[src/cbr_defs.svh]
// Purpose: offsets, field positions, reset values for circular/bitrev agu
// Assumes: register port with word index addressing, 16-bit data
// Notes: one index per register, indices 6 and 7 are unmapped
`ifndef CBR_DEFS_SVH
`define CBR_DEFS_SVH
`define CBR_A_CTRL   3'h0
`define CBR_A_XSTART 3'h1
`define CBR_A_XEND   3'h2
`define CBR_A_YSTART 3'h3
`define CBR_A_YEND   3'h4
`define CBR_A_BREV   3'h5
`define CBR_RST_VAL  16'h0000
`define CBR_XSEL_LSB 0
`define CBR_YSEL_LSB 4
`define CBR_BSEL_LSB 8
`define CBR_XEN_BIT  15
`define CBR_YEN_BIT  14
`define CBR_BITREV_ENABLE_BIT 15
`define CBR_SEL_OFF  4'hf
`endif

[src/cbr_pkg.sv]
// Purpose: types for the circular/bitrev address generators
// Assumes: 16-bit data addresses, 16 working registers
// Notes: step is a magnitude for inc/dec, two's complement for reg offset
package cbr_pkg;
    typedef enum logic [2:0] {
        CBR_IND,
        CBR_POST_INC,
        CBR_POST_DEC,
        CBR_PRE_INC,
        CBR_PRE_DEC,
        CBR_REG_OFS
    } cbr_mode_e;

    typedef struct packed {
        logic        valid;
        logic [3:0]  sel;
        logic [15:0] ptr;
        cbr_mode_e   mode;
        logic [15:0] step;
        logic        byte_op;
    } cbr_req_s;

    typedef struct packed {
        logic        valid;
        logic [15:0] ea;
        logic        wb;
        logic [15:0] new_ptr;
    } cbr_res_s;
endpackage

[src/cbr_agu.sv]
// Purpose: circular and bit-reversed effective address generation
// Assumes: one request per generator per cycle, answer one cycle later
// Notes: x read, x write and y generators share the same wrap function
//
// Local design decisions: the strobed register port and the register offsets.
`include "cbr_defs.svh"
module cbr_agu #(
    parameter int unsigned AW = 3
) (
    input  wire logic              i_sys_clk,
    input  wire logic              i_rst,
    input  wire logic [AW-1:0]     i_addr,
    input  wire logic [15:0]       i_wdata,
    input  wire logic              i_wr,
    input  wire logic              i_rd,
    output logic      [15:0]       o_rdata,
    input  wire cbr_pkg::cbr_req_s i_xr_req,
    input  wire cbr_pkg::cbr_req_s i_xw_req,
    input  wire cbr_pkg::cbr_req_s i_y_req,
    output cbr_pkg::cbr_res_s      o_xr_res,
    output cbr_pkg::cbr_res_s      o_xw_res,
    output cbr_pkg::cbr_res_s      o_y_res
);
    logic [15:0] ctrl;
    logic [15:0] x_start;
    logic [15:0] x_end;
    logic [15:0] y_start;
    logic [15:0] y_end;
    logic [15:0] brev;
    logic [3:0]  xsel;
    logic [3:0]  ysel;
    logic [3:0]  bsel;
    logic        x_circ;
    logic        y_circ;
    logic        b_on;
    logic        xw_brev;
    cbr_pkg::cbr_res_s next_xr;
    cbr_pkg::cbr_res_s next_xw;
    cbr_pkg::cbr_res_s next_y;

    // reverse bit order of a 16-bit word
    function automatic logic [15:0] rev16(input logic [15:0] v);
        logic [15:0] r;
        r = '0;
        for (int i = 0; i < 16; i++) begin
            r[i] = v[15-i];
        end
        return r;
    endfunction

    // reverse-carry add: carries run from msb toward lsb
    function automatic logic [15:0] rev_add(input logic [15:0] a,
                                            input logic [15:0] b);
        return rev16(rev16(a) + rev16(b));
    endfunction

    // common wrap logic; circ selects modulo correction
    function automatic cbr_pkg::cbr_res_s agen(
        input cbr_pkg::cbr_req_s q,
        input logic              circ,
        input logic [15:0]       st,
        input logic [15:0]       en,
        input logic              word
    );
        cbr_pkg::cbr_res_s r;
        logic [15:0] len;
        logic [15:0] nxt;
        logic        up;
        logic        pre;
        len = en - st + 16'h0001;
        up  = 1'b1;
        pre = 1'b0;
        unique case (q.mode)
            cbr_pkg::CBR_IND: begin
                nxt = q.ptr;
            end
            cbr_pkg::CBR_POST_INC: begin
                nxt = q.ptr + q.step;
            end
            cbr_pkg::CBR_PRE_INC: begin
                nxt = q.ptr + q.step;
                pre = 1'b1;
            end
            cbr_pkg::CBR_POST_DEC: begin
                nxt = q.ptr - q.step;
                up  = 1'b0;
            end
            cbr_pkg::CBR_PRE_DEC: begin
                nxt = q.ptr - q.step;
                up  = 1'b0;
                pre = 1'b1;
            end
            cbr_pkg::CBR_REG_OFS: begin
                nxt = q.ptr + q.step;
                up  = ~q.step[15];
                pre = 1'b1;
            end
            default: begin
                nxt = q.ptr;
            end
        endcase
        // direction picks the checked limit; works both ways for a buffer longer than the step while pointer plus or minus step stays within 16 bits
        if (circ && q.mode != cbr_pkg::CBR_IND) begin
            if (up && nxt > en) begin
                nxt = nxt - len;
            end else if (!up && nxt < st) begin
                nxt = nxt + len;
            end
        end
        r.valid   = q.valid;
        r.ea      = pre ? nxt : q.ptr;
        r.new_ptr = nxt;
        // offset mode uses the wrapped address but keeps the pointer
        r.wb = q.mode != cbr_pkg::CBR_IND &&
               q.mode != cbr_pkg::CBR_REG_OFS;
        if (word) begin
            r.ea[0]      = 1'b0;
            r.new_ptr[0] = 1'b0;
        end
        return r;
    endfunction

    // control fields
    assign xsel = ctrl[`CBR_XSEL_LSB +: 4];
    assign ysel = ctrl[`CBR_YSEL_LSB +: 4];
    assign bsel = ctrl[`CBR_BSEL_LSB +: 4];
    assign x_circ = ctrl[`CBR_XEN_BIT] && xsel != `CBR_SEL_OFF;
    assign y_circ = ctrl[`CBR_YEN_BIT] && ysel != `CBR_SEL_OFF;
    assign b_on = brev[`CBR_BITREV_ENABLE_BIT] && bsel != `CBR_SEL_OFF;

    // bitrev only for word writes through the chosen pointer
    assign xw_brev = b_on && i_xw_req.sel == bsel && !i_xw_req.byte_op &&
                     (i_xw_req.mode == cbr_pkg::CBR_POST_INC ||
                      i_xw_req.mode == cbr_pkg::CBR_PRE_INC);

    // x read: circular only on the xsel pointer, one buffer per space
    always_comb begin
        next_xr = agen(i_xr_req, x_circ && i_xr_req.sel == xsel,
                       x_start, x_end, 1'b0);
    end

    // x write: bitrev overrides and shuts off circular mode
    always_comb begin
        next_xw = agen(i_xw_req, x_circ && !b_on && i_xw_req.sel == xsel,
                       x_start, x_end, 1'b0);
        if (xw_brev) begin
            next_xw.new_ptr = rev_add(i_xw_req.ptr,
                                      {brev[14:0], 1'b0});
            next_xw.new_ptr[0] = 1'b0;
            next_xw.ea = i_xw_req.mode == cbr_pkg::CBR_PRE_INC ?
                         next_xw.new_ptr : {i_xw_req.ptr[15:1], 1'b0};
            next_xw.wb = 1'b1;
        end
    end

    // y: circular only, never bit reversed, word aligned while y circular is on
    always_comb begin
        next_y = agen(i_y_req, y_circ && i_y_req.sel == ysel,
                      y_start, y_end, y_circ);
    end

    // register writes; values steer agen from the next cycle on
    always_ff @(posedge i_sys_clk or posedge i_rst) begin
        if (i_rst) begin
            ctrl    <= `CBR_RST_VAL;
            x_start <= `CBR_RST_VAL;
            x_end   <= `CBR_RST_VAL;
            y_start <= `CBR_RST_VAL;
            y_end   <= `CBR_RST_VAL;
            brev    <= `CBR_RST_VAL;
        end else if (i_wr) begin
            unique case (i_addr)
                `CBR_A_CTRL:   ctrl    <= i_wdata;
                `CBR_A_XSTART: x_start <= i_wdata;
                `CBR_A_XEND:   x_end   <= i_wdata;
                `CBR_A_YSTART: y_start <= i_wdata;
                `CBR_A_YEND:   y_end   <= i_wdata;
                `CBR_A_BREV:   brev    <= i_wdata;
                default: ; // unmapped writes are dropped
            endcase
        end
    end

    // read data stands one cycle only, zero otherwise
    always_ff @(posedge i_sys_clk or posedge i_rst) begin
        if (i_rst) begin
            o_rdata <= 16'h0000;
        end else if (i_rd) begin
            unique case (i_addr)
                `CBR_A_CTRL:   o_rdata <= ctrl;
                `CBR_A_XSTART: o_rdata <= x_start;
                `CBR_A_XEND:   o_rdata <= x_end;
                `CBR_A_YSTART: o_rdata <= y_start;
                `CBR_A_YEND:   o_rdata <= y_end;
                `CBR_A_BREV:   o_rdata <= brev;
                default:       o_rdata <= 16'h0000;
            endcase
        end else begin
            o_rdata <= 16'h0000;
        end
    end

    // results registered so every output comes from a flop
    always_ff @(posedge i_sys_clk or posedge i_rst) begin
        if (i_rst) begin
            o_xr_res <= '0;
            o_xw_res <= '0;
            o_y_res  <= '0;
        end else begin
            o_xr_res <= next_xr;
            o_xw_res <= next_xw;
            o_y_res  <= next_y;
        end
    end
endmodule

[config.mk]
export PLATFORM = sky130hd
export DESIGN_NAME = cbr_agu
export DESIGN_NICKNAME = d
export VERILOG_FILES = /design/src/cbr_pkg.sv /design/src/cbr_agu.sv
export VERILOG_INCLUDE_DIRS = /design/src
export SDC_FILE = /design/constraint.sdc
export NUM_CORES = 1
export LEC_CHECK = 0
export BUFFER_PORTS_ARGS = -buffer_cell sky130_fd_sc_hd__clkbuf_2
export CAP_MARGIN = 15
export CORE_MARGIN = 4
export CORE_UTILIZATION = 35
export CTS_BUF_LIST = sky130_fd_sc_hd__clkbuf_16
export CTS_CLUSTER_DIAMETER = 100
export CTS_CLUSTER_SIZE = 14
export DETAILED_ROUTE_END_ITERATION = 12
export SYNTH_ARGS = -nofsm -noshare
export SYNTH_HDL_FRONTEND = slang
export SYNTH_SLANG_ARGS = --single-unit
[constraint.sdc]
create_clock -name i_sys_clk -period 12.7 [get_ports i_sys_clk]
set_input_delay 0.635 -clock i_sys_clk [delete_from_list [all_inputs] [get_ports i_sys_clk]]
set_output_delay 0.635 -clock i_sys_clk [all_outputs]
set_load 0.03 [all_outputs]
==> results_dict.tcl <==
set metrics [dict create \
    grt_max_degree 91 \
    synthFlopType "dfrtp_1" \
    maxCapViolCount 0 \
    hpwl_mm 58.2 \
    path_max_fanout 14 \
    cts_max_path_buffers 3 \
    critPathKind "input pin to flop" \
    fin_skew_ns 0.0331 \
    instances_no_fill 3429 \
    finalPower_mw 5.53 \
    r2r_setup_slack_ns 6.95 \
    dr_wl_met3_mm 3.32 \
    report.final.slew_viol_count 0 \
    cp-end-kind "flop" \
    postRouteAntennaNets 0 \
    finalWirelength_mm 70.3 \
    vdd_drop_max_v 0.000127 \
    dp_cells 3398 \
    r2r-end "o_xr_res[32]" \
    synth_top_area_share 0.259 \
    cts_hold_buf 0 \
    top_layer "met5" \
    drc 0 \
    p_per_area_nw_per_um2 234 \
    pwr-share-comb 0.725 \
    grt_overflow 0 \
    via_count 19500 \
    wl_per_cell_um 20.5 \
    dr.pass1.iters 5 \
    cp_num_buf_inv 3 \
    syn2layout_area_growth_pct 14.6 \
    rsz0062_at_grt "no" \
    htreeDepth 1 \
    swShare 0.514 \
    dieWidth_um 251 \
    nets 3119 \
    tritoncts.num_buffers 21 \
    relSlewSlack 0.155 \
    finalSetupTns_ns 0 \
    final_hold_viol_count 0 \
    numPortBuffers 261 \
    reg2reg_from "x_start[2]" \
    ff2ff_path_depth 22 \
    n_antenna_cell 0 \
    switchingPower_mw 2.84 \
    worstHoldPathType "input pin to asynchronous set/reset pin" \
    worstPathArrival_ns 7.52 \
    crit_path_top_delay_cell "a2111oi_0" \
    grt_util_all_layers 0.214 \
    netlist_instances 2396 \
    cts_root_buf "clkbuf_16" \
    synth_area_um2 20700 \
    setup_viol 0 \
    viasPerCell 5.69 \
    synth_area_leaders "dfrtp_1 (26%), ha_1 (18%), o21ai_0 (4.4%), mux2_2 (4.3%), a21oi_1 (4.0%)" \
    ys_ff_latch 214 \
    cts_tree "yes" \
    status "finished, final reports clean" \
    grt_pass1_vias 19400 \
    yosys.cell_types.count 81 \
    grt_pass1_wl_mm 109 \
    drt_iter0_drc 1215 \
    antenna_found_initial 4 \
    fillCellCount 5849 \
    ys_warn_count 0 \
    worstMarginPinSlew_ns 1.24 \
    fin_util 0.408 \
    seq_power_share 0.167 \
    cts_setup_buffers 0 \
    synth_top_area_cell "dfrtp_1" \
    rows 88 \
    min_period_ns 7.13 \
    synth-edff-count 0 \
    p_leak_nw 11.2 \
    gp_congestion 0.903 \
    path_clk_slew_ns 0.06 \
    power_frac_clock 0.107 \
    synth_nets 2857 \
    clock-sinks 214 \
    required_ns 13.09 \
    crit_family "compound AO/OA/AOI/OAI gates" \
    drive_above_1_share 0.167 \
    p_int_mw 2.69 \
    max_stage_delay_ns 1.08 \
    async_reset_ff_frac 1.00 \
    period_share 0.561 \
    start_util 0.356 \
    drt-met1-wl_mm 29.8 \
    wl_met2_mm 35.2 \
    dieArea_um2 63000 \
    io_pins 264 \
    synth_seq_area_share 0.259 \
    clk_latency_ns 0.53 \
    ctsResizeCount 0 \
    max_clock_freq_mhz 140 \
    cp-start-kind "input pin" \
    synth.avg_cell_area_um2 8.62 \
    die_h_um 251 \
    coreArea_um2 58000 \
]
-- power by group through the flow --
stage,clock [mW],sequential [mW],combinational [mW]
after detailed placement,0,0.936,3.95
final,0.594,0.926,4.01
after global placement,0,0.933,3.87
after global routing,0.642,0.938,4.45
after CTS,0.614,0.925,3.98
after floorplan,0,1.04,2.79
-- how the worst max path moves through the flow --
stage	startpoint	end	slack, ns	cells past startpoint
6_report	i_xw_req[4]	o_xw_res[18]	5.57	25
5_1_grt	i_xw_req[4]	o_xw_res[18]	5.36	25
4_1_cts	i_xw_req[4]	o_xw_res[18]	5.85	25
3_5_place_dp	i_xw_req[4]	o_xw_res[18]	5.33	23
3_3_place_gp	i_xw_req[4]	o_xw_res[18]	5.41	25
2_1_floorplan	i_rst	brev[0]	6.21	1
-- cell families (layout without fill, tap and decap cells) --
kind of cell	count (synthesis)	in the layout	share of synthesized area
xor+xnor	147	147	0.0631
buf+inv	273	541	0.0500
flops	214	214	0.259
fa+ha+maj	315	315	0.195
compound gates	774	774	0.249
mux	91	91	0.0488
simple gates	582	582	0.135
-- cells in the mapped netlist, types with 10 or more instances --
library cell  number
mux2_2            78
a32o_1            12
dfrtp_1          214
a31oi_1           35
o221ai_1          20
nor4_1            13
mux2i_1           13
xnor2_1           88
o21a_1            29
o21ai_0          181
inv_1            203
a221oi_1          15
nor3_1            50
a211oi_1          17
a221o_1           18
ha_1             303
or3_1             18
nor2b_1           26
fa_1              12
and2_1            10
clkbuf_1          56
a21oi_1          166
a21o_1            55
o21bai_1          32
a22oi_1           52
xor2_1            57
nor2_1           147
nand4_1           17
o22ai_1           14
o31ai_1           21
o211ai_1          16
nand2b_1          23
nand3_1           30
nand2_1          192
and3_1            13
-- registers in the layout (all words and copies together), names as in the netlist --
signal	flops
o_y_res	34
ctrl	16
y_end	16
o_xw_res	34
x_end	16
brev	16
o_rdata	16
x_start	16
o_xr_res	34
y_start	16
-- area by class of cell --
type                            instances  area, µm²  area share
Clock buffer                           21        526      0.0222
Clock inverter                          8       83.8     0.00354
Inverter                              203        769      0.0325
Multi-Input combinational cell       1909      14300       0.605
Sequential cell                       214       5360       0.226
Tap cell                              765        957      0.0404
Timing Repair Buffer                  309       1670      0.0704
-- per-stage QoR --
step / hold WS (ns) / worst slack, ns / area (µm²)
2_1_floorplan: 0.482 / 6.21 / 20700
3_3_place_gp: 0.493 / 5.41 / 23000
3_5_place_dp: 0.510 / 5.33 / 23000
4_1_cts: 0.217 / 5.85 / 23700
5_1_grt: 0.213 / 5.36 / 23700
6_report: 0.201 / 5.57 / 23700
-- placed cells by master (no fill, tap or decap), types with 14 or more instances in the layout --
master / Yosys / routed
a21oi_1: 166 / 166
o211ai_1: 16 / 16
nand3_1: 30 / 30
nor2_1: 147 / 147
inv_1: 203 / 204
a31oi_1: 35 / 35
ha_1: 303 / 303
dfrtp_1: 214 / 214
a221oi_1: 15 / 15
mux2_2: 78 / 78
o22ai_1: 14 / 14
clkbuf_2: 0 / 261
o21bai_1: 32 / 32
nor2b_1: 26 / 26
o221ai_1: 20 / 20
xor2_1: 57 / 57
a22oi_1: 52 / 52
buf_4: 0 / 48
nor3_1: 50 / 48
o31ai_1: 21 / 19
xnor2_1: 88 / 88
o21a_1: 29 / 29
nand4_1: 17 / 17
nand2b_1: 23 / 23
a221o_1: 18 / 18
clkbuf_16: 0 / 21
a21o_1: 55 / 55
a211oi_1: 17 / 17
nand2_1: 192 / 192
or3_1: 18 / 18
o21ai_0: 181 / 181
-- per-layer routing --
layer,global-route usage,vias up
met5,0,-
met4,0.0585,4
met3,0.0250,118
met2,0.388,518
met1,0.270,9540
li1,-,9318
No activity file was read; power rests on OpenSTA's default activity.
